==> config.mk <==
export PLATFORM = sky130hd
export DESIGN_NAME = tc8_timer
export DESIGN_NICKNAME = d
export VERILOG_FILES = /design/src/rtl/tc8_pkg.sv /design/src/rtl/tc8_prescaler.sv /design/src/rtl/tc8_edge_det.sv /design/src/rtl/tc8_timer.sv
export SDC_FILE = /design/constraint.sdc
export NUM_CORES = 1
export LEC_CHECK = 0
export ABC_AREA = 0
export BUFFER_PORTS_ARGS = -buffer_cell sky130_fd_sc_hd__buf_2
export CAP_MARGIN = 10
export CORE_ASPECT_RATIO = 1.2
export CORE_MARGIN = 5
export CORE_UTILIZATION = 44
export DETAILED_ROUTE_END_ITERATION = 8
export PLACE_DENSITY = 0.73
export SLEW_MARGIN = 5
export SYNTH_ARGS = -nofsm -noshare
export SYNTH_HDL_FRONTEND = slang
export SYNTH_SLANG_ARGS = --single-unit
==> constraint.sdc <==
create_clock -name i_clock -period 1.7 [get_ports i_clock]
set_clock_uncertainty 0.1 [all_clocks]
set_input_delay 0 -clock i_clock [delete_from_list [all_inputs] [get_ports i_clock]]
set_output_delay 0 -clock i_clock [all_outputs]
set_load 0.01 [all_outputs]
==> src/rtl/tc8_pkg.sv <==
// constants, offsets and field layout for the 8-bit timer/counter
package tc8_pkg;

   // system clock
   localparam int unsigned CLK_HZ        = 20_000_000;
   localparam int unsigned CLK_PERIOD_NS = 50;

   // address spaces: i/o offsets, and the same registers shifted in data space
   localparam logic [6:0] IO_SPACE_MAX    = 7'h3f;
   localparam logic [6:0] DATA_SPACE_BIAS = 7'h20;

   // register i/o offsets
   localparam logic [6:0] OFF_COUNT_VALUE           = 7'h32;
   localparam logic [6:0] OFF_TIMER_CONTROL         = 7'h33;
   localparam logic [6:0] OFF_TIMER_INTERRUPT_FLAGS = 7'h38;
   localparam logic [6:0] OFF_TIMER_INTERRUPT_MASK  = 7'h39;

   // values after reset
   localparam logic [7:0] RST_COUNT_VALUE   = 8'h00;
   localparam logic [2:0] RST_CLOCK_SELECT  = 3'h0;
   localparam logic       RST_OVERFLOW_FLAG = 1'b0;
   localparam logic       RST_OVF_IRQ_EN    = 1'b0;
   localparam logic [7:0] RST_READ_DATA     = 8'h00;

   // field positions
   localparam int unsigned CS_LSB       = 0;
   localparam int unsigned CS_WIDTH     = 3;
   localparam int unsigned OVF_FLAG_BIT = 0;
   localparam int unsigned OVF_IE_BIT   = 0;

   // counter limits
   localparam logic [7:0] COUNT_MAX = 8'hff;
   localparam logic [7:0] COUNT_ONE = 8'h01;

   // clock-select codes
   localparam logic [2:0] CS_STOP     = 3'h0;
   localparam logic [2:0] CS_DIV1     = 3'h1;
   localparam logic [2:0] CS_DIV8     = 3'h2;
   localparam logic [2:0] CS_DIV64    = 3'h3;
   localparam logic [2:0] CS_DIV256   = 3'h4;
   localparam logic [2:0] CS_DIV1024  = 3'h5;
   localparam logic [2:0] CS_EXT_FALL = 3'h6;
   localparam logic [2:0] CS_EXT_RISE = 3'h7;

   // free-running prescaler and its taps
   localparam int unsigned PRESCALE_WIDTH = 10;
   localparam int unsigned TAP_COUNT      = 4;
   localparam int unsigned TAP_8          = 0;
   localparam int unsigned TAP_64         = 1;
   localparam int unsigned TAP_256        = 2;
   localparam int unsigned TAP_1024       = 3;
   localparam logic [9:0]  TAP_MASK_8     = 10'h007;
   localparam logic [9:0]  TAP_MASK_64    = 10'h03f;
   localparam logic [9:0]  TAP_MASK_256   = 10'h0ff;
   localparam logic [9:0]  TAP_MASK_1024  = 10'h3ff;
   localparam logic [9:0]  PRESCALE_RST   = 10'h000;
   localparam logic [9:0]  PRESCALE_STEP  = 10'h001;

endpackage

==> src/rtl/tc8_prescaler.sv <==
// free-running prescaler giving one-cycle tap enables
`timescale 1ns/1ps
module tc8_prescaler
(
   input  wire logic                               i_clock,
   input  wire logic                               i_rst_b,
   output logic [tc8_pkg::TAP_COUNT-1:0]           o_tap_en
);

   logic [tc8_pkg::PRESCALE_WIDTH-1:0] div_q;
   logic [tc8_pkg::PRESCALE_WIDTH-1:0] div_d;

   // never stopped or cleared by clock select, so phase is unknown to software
   always_comb
   begin
      div_d = div_q + tc8_pkg::PRESCALE_STEP;
   end

   always_ff @(posedge i_clock or negedge i_rst_b)
   begin
      if (!i_rst_b)
         div_q <= tc8_pkg::PRESCALE_RST;
      else
         div_q <= div_d;
   end

   // a tap pulses on the last cycle of each divided period
   always_comb
   begin
      o_tap_en[tc8_pkg::TAP_8]    = (div_q & tc8_pkg::TAP_MASK_8) == tc8_pkg::TAP_MASK_8;
      o_tap_en[tc8_pkg::TAP_64]   = (div_q & tc8_pkg::TAP_MASK_64) == tc8_pkg::TAP_MASK_64;
      o_tap_en[tc8_pkg::TAP_256]  = (div_q & tc8_pkg::TAP_MASK_256) == tc8_pkg::TAP_MASK_256;
      o_tap_en[tc8_pkg::TAP_1024] = (div_q & tc8_pkg::TAP_MASK_1024) == tc8_pkg::TAP_MASK_1024;
   end

endmodule

==> src/rtl/tc8_edge_det.sv <==
// pin sampler and edge detector for the external count pin
`timescale 1ns/1ps
module tc8_edge_det
(
   input  wire logic i_clock,
   input  wire logic i_rst_b,
   input  wire logic i_pin,
   output logic      o_rise,
   output logic      o_fall
);

   logic samp_q;
   logic sync_q;
   logic prev_q;

   // samp_q is read only by sync_q; edges are judged on sync_q and prev_q
   always_ff @(posedge i_clock or negedge i_rst_b)
   begin
      if (!i_rst_b)
      begin
         samp_q <= 1'b0;
         sync_q <= 1'b0;
         prev_q <= 1'b0;
      end
      else
      begin
         samp_q <= i_pin;
         sync_q <= samp_q;
         prev_q <= sync_q;
      end
   end

   // one pulse per edge; the pin must hold each level over a clock to be seen
   always_comb
   begin
      o_rise = sync_q & ~prev_q;
      o_fall = ~sync_q & prev_q;
   end

endmodule

==> src/rtl/tc8_timer.sv <==
// 8-bit timer/counter with clock select, overflow flag and overflow interrupt
//
// Function
// - count up by one per timer tick
// - select code zero stops the counter
// - codes one to five: direct, /8../1024
// - codes six, seven: falling, rising pin edges
// - pin edges count even when pin drives
// - cpu reads, writes count at any time
// - cpu write beats count in same cycle
// - maximum wraps to zero on next tick
// - overflow flag sets in the wrap cycle
// - counting only ever sets the flag
// - interrupt service clears the flag
// - irq needs mask bit, global enable, flag
// - count register full width, resets zero
// - timer tick is enable, one clock
// - registers at offset and offset plus 0x20
// - writing one clears flag, zero ignored
// - pin sampled per clock, one tick per edge
// - prescaler runs free of clock select
//
// bus timing: a strobe is taken at the rising edge where it stands high;
// a write lands at that edge, while read data and rvalid follow one clock
// later; rvalid lasts one clock, read data holds until the next read
// pin timing: each pin level must last over one clock or edges are lost;
// an edge reaches the count at the third rising edge after it
// limits: there is no prescaler reset, so a prescaled first count comes
// at any phase; other timers' bits in the shared registers read zero
// and are never stored here
// observation: the tick output is the tick delayed one clock, so it
// rises together with the count it caused
`timescale 1ns/1ps
module tc8_timer
(
   input  wire logic       i_clock,
   input  wire logic       i_rst_b,
   // i/o register bus from the cpu core
   input  wire logic [6:0] i_bus_addr,
   input  wire logic       i_bus_io_space,
   input  wire logic       i_bus_wr,
   input  wire logic       i_bus_rd,
   input  wire logic [7:0] i_bus_wdata,
   output logic      [7:0] o_bus_rdata,
   output logic            o_bus_rvalid,
   // interrupt side
   input  wire logic       i_global_irq_en,
   input  wire logic       i_ovf_irq_ack,
   output logic            o_ovf_irq,
   // external count pin level as seen at the pad
   input  wire logic       i_external_count_pin,
   // observation
   output logic      [7:0] o_count_value,
   output logic            o_overflow_flag,
   output logic            o_timer_clock_enable
);

   // ------------------------------------------------------------------
   // address decode
   // ------------------------------------------------------------------

   logic hit_count;
   logic hit_control;
   logic hit_flags;
   logic hit_mask;
   logic wr_count;
   logic wr_control;
   logic wr_flags;
   logic wr_mask;

   // an i/o access beyond the i/o window maps nothing
   // data-space aliases match exactly, so nothing above them is decoded
   function automatic logic reg_hit
   (
      input logic [6:0] addr,
      input logic       io_space,
      input logic [6:0] offset
   );
      logic [6:0] data_addr;
      data_addr = 7'(offset + tc8_pkg::DATA_SPACE_BIAS);
      if (io_space)
         reg_hit = (addr <= tc8_pkg::IO_SPACE_MAX) && (addr == offset);
      else
         reg_hit = (addr == data_addr);
   endfunction

   // each register answers at its i/o offset and its data-space alias
   // rd and wr are not gated by each other; raised together, both act
   always_comb
   begin
      hit_count   = reg_hit(i_bus_addr, i_bus_io_space, tc8_pkg::OFF_COUNT_VALUE);
      hit_control = reg_hit(i_bus_addr, i_bus_io_space, tc8_pkg::OFF_TIMER_CONTROL);
      hit_flags   = reg_hit(i_bus_addr, i_bus_io_space,
                            tc8_pkg::OFF_TIMER_INTERRUPT_FLAGS);
      hit_mask    = reg_hit(i_bus_addr, i_bus_io_space,
                            tc8_pkg::OFF_TIMER_INTERRUPT_MASK);
      wr_count    = i_bus_wr & hit_count;
      wr_control  = i_bus_wr & hit_control;
      wr_flags    = i_bus_wr & hit_flags;
      wr_mask     = i_bus_wr & hit_mask;
   end

   // ------------------------------------------------------------------
   // clock sources
   // ------------------------------------------------------------------

   logic [tc8_pkg::TAP_COUNT-1:0] tap_en;
   logic                          pin_rise;
   logic                          pin_fall;

   // shared prescaler keeps running whatever this timer selects
   // ten bits cover the largest divide, 1024
   tc8_prescaler u_prescaler
   (
      .i_clock  (i_clock),
      .i_rst_b  (i_rst_b),
      .o_tap_en (tap_en)
   );

   // pad level is used, so software driving the pin as an output still counts
   // two sampling flops and the count register set the pin-to-count delay
   tc8_edge_det u_edge_det
   (
      .i_clock (i_clock),
      .i_rst_b (i_rst_b),
      .i_pin   (i_external_count_pin),
      .o_rise  (pin_rise),
      .o_fall  (pin_fall)
   );

   // ------------------------------------------------------------------
   // control register
   // ------------------------------------------------------------------

   logic [2:0] clock_select_field_q;
   logic [2:0] clock_select_field_d;

   // only the select field is kept; upper bits read as zero
   // reserved bits are dropped on write, so no storage is spent on them
   always_comb
   begin
      clock_select_field_d = clock_select_field_q;
      if (wr_control)
         clock_select_field_d = i_bus_wdata[tc8_pkg::CS_LSB +: tc8_pkg::CS_WIDTH];
   end

   always_ff @(posedge i_clock or negedge i_rst_b)
   begin
      if (!i_rst_b)
         clock_select_field_q <= tc8_pkg::RST_CLOCK_SELECT;
      else
         clock_select_field_q <= clock_select_field_d;
   end

   // ------------------------------------------------------------------
   // timer clock select
   // ------------------------------------------------------------------

   logic timer_clock_enable;

   // the tick is an enable on the system clock, never a clock of its own
   // changing to a pin mode while the pin moves may give one stray tick
   always_comb
   begin
      timer_clock_enable = 1'b0;
      unique case (clock_select_field_q)
         tc8_pkg::CS_STOP     : timer_clock_enable = 1'b0;
         tc8_pkg::CS_DIV1     : timer_clock_enable = 1'b1;
         tc8_pkg::CS_DIV8     : timer_clock_enable = tap_en[tc8_pkg::TAP_8];
         tc8_pkg::CS_DIV64    : timer_clock_enable = tap_en[tc8_pkg::TAP_64];
         tc8_pkg::CS_DIV256   : timer_clock_enable = tap_en[tc8_pkg::TAP_256];
         tc8_pkg::CS_DIV1024  : timer_clock_enable = tap_en[tc8_pkg::TAP_1024];
         tc8_pkg::CS_EXT_FALL : timer_clock_enable = pin_fall;
         tc8_pkg::CS_EXT_RISE : timer_clock_enable = pin_rise;
      endcase
   end

   // ------------------------------------------------------------------
   // counter unit
   // ------------------------------------------------------------------

   logic [7:0] count_value_q;
   logic [7:0] count_value_d;
   logic       ovf_event;

   // a cpu write wins over a tick; a wrap that loses to a write sets no flag
   // the wrap is judged on the old value, so the flag lands with the zero
   always_comb
   begin
      count_value_d = count_value_q;
      ovf_event     = 1'b0;
      if (wr_count)
      begin
         count_value_d = i_bus_wdata;
      end
      else if (timer_clock_enable)
      begin
         count_value_d = count_value_q + tc8_pkg::COUNT_ONE;
         ovf_event     = (count_value_q == tc8_pkg::COUNT_MAX);
      end
   end

   always_ff @(posedge i_clock or negedge i_rst_b)
   begin
      if (!i_rst_b)
         count_value_q <= tc8_pkg::RST_COUNT_VALUE;
      else
         count_value_q <= count_value_d;
   end

   // ------------------------------------------------------------------
   // overflow flag and interrupt mask (bit zero of the shared registers)
   // ------------------------------------------------------------------

   logic overflow_flag_q;
   logic overflow_flag_d;
   logic overflow_irq_enable_q;
   logic overflow_irq_enable_d;
   logic ovf_clear;

   // set wins over a clear in the same cycle so no overflow is ever lost
   always_comb
   begin
      ovf_clear = i_ovf_irq_ack
                | (wr_flags & i_bus_wdata[tc8_pkg::OVF_FLAG_BIT]);
      overflow_flag_d = overflow_flag_q;
      if (ovf_event)
         overflow_flag_d = 1'b1;
      else if (ovf_clear)
         overflow_flag_d = 1'b0;
   end

   always_ff @(posedge i_clock or negedge i_rst_b)
   begin
      if (!i_rst_b)
         overflow_flag_q <= tc8_pkg::RST_OVERFLOW_FLAG;
      else
         overflow_flag_q <= overflow_flag_d;
   end

   // only bit zero of the shared mask is kept; other timers own the rest
   always_comb
   begin
      overflow_irq_enable_d = overflow_irq_enable_q;
      if (wr_mask)
         overflow_irq_enable_d = i_bus_wdata[tc8_pkg::OVF_IE_BIT];
   end

   always_ff @(posedge i_clock or negedge i_rst_b)
   begin
      if (!i_rst_b)
         overflow_irq_enable_q <= tc8_pkg::RST_OVF_IRQ_EN;
      else
         overflow_irq_enable_q <= overflow_irq_enable_d;
   end

   // ------------------------------------------------------------------
   // read path
   // ------------------------------------------------------------------

   logic [7:0] rdata_q;
   logic [7:0] rdata_d;
   logic       rvalid_q;
   logic       rvalid_d;

   // read data is registered; unmapped reads and other timers' bits give zero
   // a read taken with a write returns the value from before the write
   always_comb
   begin
      rdata_d  = rdata_q;
      rvalid_d = i_bus_rd;
      if (i_bus_rd)
      begin
         rdata_d = tc8_pkg::RST_READ_DATA;
         if (hit_count)
            rdata_d = count_value_q;
         else if (hit_control)
            rdata_d[tc8_pkg::CS_LSB +: tc8_pkg::CS_WIDTH] = clock_select_field_q;
         else if (hit_flags)
            rdata_d[tc8_pkg::OVF_FLAG_BIT] = overflow_flag_q;
         else if (hit_mask)
            rdata_d[tc8_pkg::OVF_IE_BIT] = overflow_irq_enable_q;
      end
   end

   always_ff @(posedge i_clock or negedge i_rst_b)
   begin
      if (!i_rst_b)
      begin
         rdata_q  <= tc8_pkg::RST_READ_DATA;
         rvalid_q <= 1'b0;
      end
      else
      begin
         rdata_q  <= rdata_d;
         rvalid_q <= rvalid_d;
      end
   end

   // ------------------------------------------------------------------
   // interrupt request and observation outputs
   // ------------------------------------------------------------------

   logic ovf_irq_q;
   logic ovf_irq_d;
   logic tick_seen_q;
   logic tick_seen_d;

   // registered request lags the flag by one clock; ack must see it drop
   always_comb
   begin
      ovf_irq_d = overflow_irq_enable_q & i_global_irq_en & overflow_flag_q;
   end

   // observation copy of the tick, one clock late, so the output is a flop
   always_comb
   begin
      tick_seen_d = timer_clock_enable;
   end

   always_ff @(posedge i_clock or negedge i_rst_b)
   begin
      if (!i_rst_b)
      begin
         ovf_irq_q   <= 1'b0;
         tick_seen_q <= 1'b0;
      end
      else
      begin
         ovf_irq_q   <= ovf_irq_d;
         tick_seen_q <= tick_seen_d;
      end
   end

   // every output is a flop, so nothing combinational reaches a pin
   assign o_bus_rdata          = rdata_q;
   assign o_bus_rvalid         = rvalid_q;
   assign o_ovf_irq            = ovf_irq_q;
   assign o_count_value        = count_value_q;
   assign o_overflow_flag      = overflow_flag_q;
   assign o_timer_clock_enable = tick_seen_q;

endmodule

==> results of run 1 <==
layer usage:
layer	GRT usage (%)	vias to the layer above
li1	-	755
met1	22.1	752
met2	26.8	52
met3	5.07	8
met4	7.75	0
met5	0	-
Yosys cell counts (2+ instances only):
master,n,area [µm²]
and3_1,4,25.0
nand2_1,13,48.8
a21oi_1,10,50.1
nor2b_1,5,31.3
o21ai_0,15,75.1
inv_1,14,52.6
xor2_1,6,52.6
o22ai_1,2,12.5
nand3_1,10,50.1
nand3b_1,3,22.5
nor2_1,12,45.0
mux2_2,5,56.3
xnor2_1,8,70.1
clkbuf_1,3,11.3
mux2i_1,5,50.1
nand4_1,2,12.5
dfrtp_1,37,926
ha_1,3,37.5
cell families after synthesis:
family | after synthesis
and+or+nand+nor | 56
DFF | 37
AOI/OAI and AO/OA | 34
xor gates and xnor gates | 14
buffers and inverters | 17
muxes | 10
adders and majority gates | 3
state kept, by name, summed over array words and instances, names as in the netlist:
name                   flops
u_prescaler.div_q         10
o_bus_rdata                8
o_count_value              8
clock_select_field_q       3
o_bus_rvalid               1
o_overflow_flag            1
o_ovf_irq                  1
o_timer_clock_enable       1
overflow_irq_enable_q      1
u_edge_det.prev_q          1
u_edge_det.samp_q          1
u_edge_det.sync_q          1
repair_timing:
action	in CTS	in global routing
gates resized for setup	8	3
buffers inserted	7	0
pin swaps	5	7
endpoints found under the setup margin	9	10
hold buffers	15	0
endpoints found under the hold margin	61	0
metrics by stage:
stage / total power, µW / area (µm²) / util (%)
5_1_grt: 2490 / 2550 / 64.7
2_1_floorplan: 1450 / 1820 / -
6_report: 2320 / 2550 / 64.7
3_3_place_gp: 1660 / 2210 / 56.0
3_5_place_dp: 1670 / 2210 / 56.0
4_1_cts: 2340 / 2540 / 64.4
final cells by class:
cell class | count | share of cell area, %
sequential | 37 | 36.3
multi-input combinational | 117 | 34.5
inverter | 14 | 2.06
clock buffer | 7 | 3.39
timing repair buffer | 80 | 21.1
tap | 54 | 2.65
worst max-delay path, cell delays in order (launching register included):
cell and delay, ns:
dfrtp_1 0.39, ha_4 0.20, ha_4 0.13, nand3b_1 0.12, a21oi_4 0.26, o21bai_4 0.12
nor3_4 0.17, mux2i_1 0.23
report_power, final:
group	internal [µW]	switching, µW
logic	295	287
clock network	321	285
registers	979	157
total	1600	729
path summary, 6_finish.rpt:
| check | cells after the start | end | startpoint | slack (ns) |
|---|---|---|---|---|
| setup reg to reg | 7 | o_count_value[7]$_DFFE_PN0P_ | u_prescaler.div_q[0]$_DFF_PN0_ | -0.11 |
| hold reg to reg | 0 | u_edge_det.sync_q$_DFF_PN0_ | u_edge_det.samp_q$_DFF_PN0_ | 0.26 |
| max in group asynchronous | 2 | u_edge_det.sync_q$_DFF_PN0_ | i_rst_b | 0.75 |
| hold / removal | 4 | o_bus_rdata[2]$_DFFE_PN0P_ | i_bus_addr[3] | 0.04 |
| min in group asynchronous | 2 | o_count_value[6]$_DFFE_PN0P_ | i_rst_b | 0.24 |
| setup / recovery | 7 | o_count_value[7]$_DFFE_PN0P_ | u_prescaler.div_q[0]$_DFF_PN0_ | -0.11 |
==> metrics.csv, run 1 <==
stage,metric,value,unit
clocking,cts_tree,built,
placed_design,post-dp-hpwl,2830,µm
sta,hold_ws,0.0384,ns
synth,ys_async_sr_fraction,100,%
sta,finalHoldViolCount,0,
synth,synthXorXnorAreaFrac,6.83,%
route,met1_length,1840,µm
placed_design,io_buffers,42,
floorplan,core-area,0.00394,mm²
route,drt_iter0_drc,72,
synth,yosysUniqueCellTypes,32,
synth,syn_area_per_cell,10.5,µm²
sta,fin_ws,-0.113,ns
clocking,insertion_delay,0.28,ns
cells_and_area,stdcell_count,309,
synth,synth_top_family_by_area,simple AND/OR/NAND/NOR gates,
global_route,grt_max_degree,38,
synth,synth-seq-cells,37,
critical_path,end_kind,flop,
route,via_per_inst,5.07,
cells_and_area,fillers,325,
synth,ys_warn_count,0,
placed_design,placedCellCount,280,
clocking,clock-sinks,37,
cells_and_area,area_growth_syn_to_layout,42.0,%
global_route,grt.overflow.total,0,
floorplan,io_pins,43,
synth,synth_edf_count,0,
cells_and_area,multi_input_area,880,µm²
route,postRouteAntennaNets,0,
synth,seq_area_frac_synth,51.6,%
critical_path,worstPathMaxFanout,5,
sta,slew_viol_final,0,
route,drtPass1Iterations,4,
synth,synth-compound-area-share,12.5,%
clocking,htreeDepth,2,
sta,fin_tns_setup,-0.367,ns
power_and_ir_drop,peakVddDrop,0.000683,V
route,drc,0,
cells_and_area,diodes,0,
route,routed_wl,4220,µm
route,met2_length,2020,µm
synth,synthMuxAreaShare,5.93,%
sta,rsz0062_at_grt,true,
route,vias,1567,
clocking,cts_buffers,5,
sta,setup_violations,7,
critical_path,arrival,1.91,ns
cells_and_area,seq_area,926,µm²
route,maxUsedRoutingLayer,met4,
route,wire_per_inst,13.7,µm
floorplan,start_util,45.5,%
critical_path,crit_required,1.80,ns
synth,synth_fa_ha_area_share,2.09,%
critical_path,start_kind,flop,
route,wl_met3,289,µm
cells_and_area,final_common_cell,buf_2,
floorplan,die_h,80.0,µm
cells_and_area,final_cell_mix,"buf_2, dfrtp_1, buf_4, dlygate4sd3_1, inv_1",
global_route,track_usage,17.4,%
flow_run,drv_cap,0,
placed_design,preCtsSetupSlack,-0.130,ns
synth,yosys_most_used_dff,dfrtp_1,
global_route,antenna_found_initial,0,
floorplan,rows,25,
floorplan,die-width,68.3,µm
global_route,grt_pass1_wl,7100,µm
cells_and_area,layout.nets,281,
synth,syn-cell-area,0.00179,mm²
clocking,clk_pin_slew_worst_paths,0.07,ns
placed_design,gp_congestion,0.813,
run_status,violations,negative setup slack,
floorplan,fp.dieArea,0.00546,mm²
sta,slew_headroom,45.6,%
hold_path,min_path_type,input pin to flop,
clocking,clockRootBuffer,clkbuf_8,
run_status,status,"complete, but fails checks",
global_route,grt_pass1_vias,1569,
critical_path,critPathKind,flop to flop,
power_and_ir_drop,p_per_area,912,mW/mm²
sta,min_period,1.81,ns
sta,fin_crit_sh,107,%
synth,postSynthCellCount,171,
clocking,clockBufferDepth,2,
synth,syn_nets,197,
sta,max_freq,551,MHz
sta,worst_pin_slew,0.816,ns
synth,synth-simple-area-share,17.5,%
cells_and_area,drive_gt1_share,34.5,%
power_and_ir_drop,p_leak,0.00125,µW
(Power assumes the default switching activity.)
==> inputs of run 2 (changes only) <==
Settings changed: CORE_MARGIN 5 to default.
==> run 2 against run 1 <==
The flow still finishes with violations (negative setup slack); combinational power up 2%; clock power down 3.5%; non-clock buffer count unchanged; via count down 2.0%; count of clock-buffer cells in the layout down 1; critical path depth unchanged; die area down 21%; fmax up 2.1%; critical endpoint is now o_count_value[5]$_DFFE_PN0P_; largest cell class unchanged; highest routed layer unchanged.
==> metrics.csv, run 2 (synthesized netlist as in run 1, its figures left out) <==
stage,metric,value,unit
run_status,status,"complete, but fails checks",
run_status,violations,negative setup slack,
power_and_ir_drop,p_switching,747,µW
placed_design,preCtsSetupSlack,-0.0965,ns
sta,rsz0062_at_grt,true,
global_route,grt.overflow.total,0,
global_route,antenna_found_initial,0,
route,wire_per_inst,13.5,µm
power_and_ir_drop,switching_share,32.3,%
floorplan,io_pins,43,
critical_path,crit_required,1.82,ns
critical_path,max_stage_delay,0.38,ns
route,postRouteAntennaNets,0,
global_route,grt_max_degree,38,
cells_and_area,final_cell_mix,"buf_2, dfrtp_1, buf_4, dlygate4sd3_1, inv_1",
flow_run,drv_cap,0,
route,drc,0,
critical_path,rrSetupSlack,-0.08,ns
floorplan,rows,25,
placed_design,io_buffers,42,
placed_design,placedCellCount,278,
cells_and_area,largest_reg_flops,10,
critical_path,slowest_stage,dfrtp_1,
critical_path,worstPathMaxFanout,5,
critical_path,arrival,1.89,ns
clocking,clockBufferDepth,2,
power_and_ir_drop,p_per_area,899,mW/mm²
sta,slew_headroom,46.8,%
sta,finalHoldViolCount,0,
power_and_ir_drop,seq_power_share,49.1,%
cells_and_area,drive_gt1_share,35.5,%
sta,min_period,1.78,ns
floorplan,core-area,0.00391,mm²
sta,fin_crit_sh,105,%
power_and_ir_drop,p_comb_share,25.6,%
floorplan,die_h,72.0,µm
clocking,clockRootBuffer,clkbuf_8,
hold_path,min_path_type,input pin to flop,
power_and_ir_drop,peakVddDrop,0.000814,V
cells_and_area,layout.nets,281,
critical_path,worstPathCellList,and4_4 -> nand3b_4 -> a311oi_4 -> buf_6 -> o21bai_4 -> nor3_4 -> mux2i_1,
critical_path,start_kind,flop,
clocking,cts_tree,built,
power_and_ir_drop,clock_power_share,25.3,%
route,via_per_inst,4.95,
cells_and_area,diodes,0,
sta,worst_pin_slew,0.798,ns
sta,fin_ws,-0.0767,ns
cells_and_area,area_growth_syn_to_layout,43.2,%
clocking,insertion_delay,0.29,ns
floorplan,die-width,60.3,µm
floorplan,start_util,45.9,%
critical_path,crit_buf_inv,1,
power_and_ir_drop,p_int,1560,µW
global_route,grt_pass1_wl,6710,µm
critical_path,end_kind,flop,
sta,max_freq,563,MHz
clocking,cts_buffers,5,
power_and_ir_drop,p_leak,0.00125,µW
critical_path,crit_family,simple AND/OR/NAND/NOR gates,
cells_and_area,fillers,303,
cells_and_area,regMostFlops,u_prescaler.div_q,
global_route,track_usage,21.8,%
route,drt_iter0_drc,84,
critical_path,critPathKind,flop to flop,
placed_design,gp_congestion,0.805,
cells_and_area,stdcell_count,310,
route,vias,1536,
cells_and_area,utilization,65.7,%
cells_and_area,final_common_cell,buf_2,
clocking,clock-sinks,37,
clocking,htreeDepth,2,
sta,setup_violations,7,
power_and_ir_drop,power,2310,µW
route,routed_wl,4180,µm
global_route,grt_pass1_vias,1508,
clocking,clk_pin_slew_worst_paths,0.07,ns
placed_design,post-dp-hpwl,2650,µm
route,drtPass1Iterations,4,
floorplan,fp.dieArea,0.00434,mm²
sta,slew_viol_final,0,
-- run 2: cell count changes in the layout (fill, tap and decap cells not counted), sizes merged --
cell	previous run	this run
clkinv	0	2
clkbuf	7	6
-- run 2: worst paths after layout --
check | start | end | cells past startpoint
max | u_prescaler.div_q[5]$_DFF_PN0_ | o_count_value[5]$_DFFE_PN0P_ | 7
min | i_bus_addr[3] | o_bus_rdata[2]$_DFFE_PN0P_ | 4
max reg2reg | u_prescaler.div_q[5]$_DFF_PN0_ | o_count_value[5]$_DFFE_PN0P_ | 7
min reg2reg | u_edge_det.samp_q$_DFF_PN0_ | u_edge_det.sync_q$_DFF_PN0_ | 0
max in group asynchronous | i_rst_b | u_prescaler.div_q[9]$_DFF_PN0_ | 2
min in group asynchronous | i_rst_b | o_count_value[4]$_DFFE_PN0P_ | 2
-- run 2: area by class of cell --
| class | instances | area [µm²] | area share [%] |
|---|---|---|---|
| Timing Repair Buffer | 80 | 556 | 21.6 |
| Tap cell | 54 | 67.6 | 2.63 |
| Inverter | 14 | 52.6 | 2.04 |
| Clock buffer | 6 | 72.6 | 2.82 |
| Sequential cell | 37 | 926 | 36.0 |
| Multi-Input combinational cell | 117 | 886 | 34.5 |
| Clock inverter | 2 | 10.0 | 0.389 |
-- run 2: worst register-to-register path, stage by stage (launching register included) --
cell      delay (ns)
dfrtp_1         0.38
and4_4          0.27
nand3b_4        0.08
a311oi_4        0.22
buf_6           0.17
o21bai_4        0.09
nor3_4          0.18
mux2i_1         0.20
-- run 2: repair_timing --
action	4_1_cts	5_1_grt
setup buffers	5	5
hold buffers	15	0
resized for setup	11	6
hold endpoints to repair	61	0
pin swaps	2	5
endpoints found under the setup margin	9	10
-- run 2: routing by layer --
layer | track usage (%) | share of wire, % | wire length [µm] | vias to the layer above
met5 | 0 | 0 | 0 | -
met2 | 35.9 | 50 | 2110 | 48
met3 | 6.06 | 5.3 | 223 | 7
li1 | - | - | - | 764
met4 | 9.30 | 1.8 | 77 | 0
met1 | 26.2 | 42 | 1780 | 717
-- run 2: per-stage QoR --
stage / hold slack (ns) / cell area, µm² / TNS (ns)
floorplan: -0.396 / 1820 / -0.00571
global placement: 0.0103 / 2190 / -0.297
detailed placement: 0.0102 / 2190 / -0.506
CTS: 0.0383 / 2520 / -0.0882
global route: 0.0654 / 2570 / -1.21
finish: 0.0489 / 2570 / -0.379
-- run 2: power groups by stage --
stage / sequential (µW) / combinational [µW] / clock [µW]
detailed placement: 1140 / 535 / 0
global placement: 1140 / 523 / 0
CTS: 1130 / 580 / 599
global route: 1150 / 653 / 639
floorplan: 1150 / 299 / 0
finish: 1130 / 591 / 585
==> inputs of run 3 (changes only) <==
Settings changed: CORE_ASPECT_RATIO 1.2 to default, GPL_ROUTABILITY_DRIVEN from default to 1, MAX_ROUTING_LAYER from default to met4.
==> run 3 against run 2 <==
The flow still finishes with violations (negative setup slack); global-route usage fell by 1.1 points; final area is 3.1% lower; die area about the same; sequential power barely moved; first-iteration DRC count fell by 13%; cell count shrank 4.2%; worst setup slack improved by 0.018 ns; power up 2.6%; sequential share of layout area up 1.1 points; utilization is 0.33 points higher; fmax is 1.1% higher; largest cell class unchanged; highest routed layer unchanged.
==> metrics.csv, run 3 (synthesized netlist as in run 1, its figures left out) <==
stage,metric,value,unit
run_status,status,"complete, but fails checks",
run_status,violations,negative setup slack,
sta,worst_pin_slew,0.800,ns
placed_design,post-dp-hpwl,2650,µm
route,drc,0,
power_and_ir_drop,power,2370,µW
sta,finalHoldViolCount,0,
global_route,grt.overflow.total,0,
clocking,cts_tree,built,
sta,max_freq,569,MHz
route,routed_wl,3800,µm
critical_path,end_kind,flop,
critical_path,critPathKind,flop to flop,
power_and_ir_drop,p_leak,0.00122,µW
power_and_ir_drop,peakVddDrop,0.000635,V
clocking,clockBufferDepth,2,
global_route,grt_pass1_wl,6390,µm
placed_design,preCtsSetupSlack,-0.133,ns
floorplan,rows,22,
sta,setup_violations,6,
critical_path,arrival,1.87,ns
clocking,clk_pin_slew_worst_paths,0.07,ns
hold_path,holdPathStages,5,
cells_and_area,drive_gt1_share,32.9,%
sta,fin_crit_sh,103,%
hold_path,min_path_type,input pin to flop,
global_route,grt_max_degree,38,
floorplan,die-width,65.9,µm
floorplan,die_h,65.9,µm
critical_path,start_kind,flop,
clocking,htreeDepth,2,
global_route,grt_pass1_vias,1465,
clocking,cts_buffers,5,
route,via_per_inst,4.97,
global_route,gr-max-usage-layer,met2,
route,postRouteAntennaNets,0,
floorplan,io_pins,43,
clocking,clock-sinks,37,
cells_and_area,diodes,0,
power_and_ir_drop,p_per_area,952,mW/mm²
sta,fin_ws,-0.0582,ns
critical_path,crit_required,1.81,ns
route,drt_iter0_drc,73,
global_route,use_met2,30.1,%
sta,min_period,1.76,ns
route,vias,1476,
clocking,clockRootBuffer,clkbuf_8,
global_route,use_met3,6.55,%
global_route,antenna_found_initial,0,
global_route,track_usage,20.6,%
route,drtPass1Iterations,4,
cells_and_area,area_growth_syn_to_layout,38.8,%
sta,slew_headroom,46.7,%
placed_design,io_buffers,42,
cells_and_area,largest_reg_flops,10,
floorplan,start_util,47.6,%
flow_run,drv_cap,0,
clocking,insertion_delay,0.29,ns
route,wire_per_inst,12.8,µm
critical_path,reg2reg_depth,6,
cells_and_area,layout.nets,274,
placed_design,gp_congestion,0.788,
sta,slew_viol_final,0,
floorplan,core-area,0.00377,mm²
sta,rsz0062_at_grt,true,
cells_and_area,final_common_cell,buf_2,
floorplan,fp.dieArea,0.00434,mm²
global_route,met1_usage,26.4,%
critical_path,worstPathMaxFanout,5,
cells_and_area,final_cell_mix,"buf_2, dfrtp_1, buf_4, dlygate4sd3_1",
cells_and_area,regMostFlops,u_prescaler.div_q,
-- run 3: cell count changes in the layout (fill, tap and decap cells not counted), sizes merged --
cell	previous run	this run
clkinv	2	1
clkbuf	6	7
buf	65	58
-- run 3: timing repair --
action | 4_1_cts | 5_1_grt
gates resized for setup | 1 | 5
setup endpoints to repair | 9 | 10
buffers inserted | 2 | 1
hold endpoints to repair | 61 | 0
pin swaps | 1 | 1
hold buffers | 15 | 0
-- run 3: stage by stage --
step | cell area, µm² | setup TNS, ns | hold WS, ns | utilization, % | instances
floorplan | 1820 | -0.00571 | -0.396 | - | 171
global placement | 2180 | -0.245 | 0.00911 | 57.8 | 271
detailed placement | 2180 | -0.699 | 0.0101 | 57.8 | 271
CTS | 2450 | -0.348 | 0.0516 | 65.0 | 296
global route | 2490 | -1.18 | 0.0985 | 66.1 | 297
finish | 2490 | -0.169 | 0.0460 | 66.1 | 297
-- run 3: where the power goes --
group	switching, µW	internal [µW]	leakage (µW)
clock network	300	366	0.0000542
logic	288	290	0.000701
registers	148	979	0.000469
-- run 3: cell type report --
type	instances	area, µm²
repair buffers	73	480
flip-flops and latches	37	926
clock buffers	7	96.3
inverters	14	52.6
clock inverters	1	5.00
multi-input cells	117	871
fillers	280	1280
well taps	48	60.1
-- run 3: final timing paths --
kind / start / to / slack (ns)
min in group asynchronous: i_rst_b / o_ovf_irq$_DFF_PN0_ / 0.23
min reg2reg: u_edge_det.samp_q$_DFF_PN0_ / u_edge_det.sync_q$_DFF_PN0_ / 0.26
max reg2reg: clock_select_field_q[2]$_DFFE_PN0P_ / o_count_value[5]$_DFFE_PN0P_ / -0.06
max: clock_select_field_q[2]$_DFFE_PN0P_ / o_count_value[5]$_DFFE_PN0P_ / -0.06
min: i_bus_addr[1] / o_overflow_flag$_DFFE_PN0P_ / 0.05
max in group asynchronous: i_rst_b / o_count_value[3]$_DFFE_PN0P_ / 0.76
-- run 3: layer usage --
layer	share of wire (%)	vias up
li1	-	740
met1	48	682
met5	0	-
met4	2.1	0
met2	45	44
met3	5.5	10
-- run 3: worst max-delay path, cell delays in order, from the launching register on --
cell	delay, ns
dfrtp_1	0.42
or2b_2	0.24
a21oi_4	0.05
a311oi_4	0.33
o21bai_4	0.13
nor3_4	0.18
mux2i_1	0.22
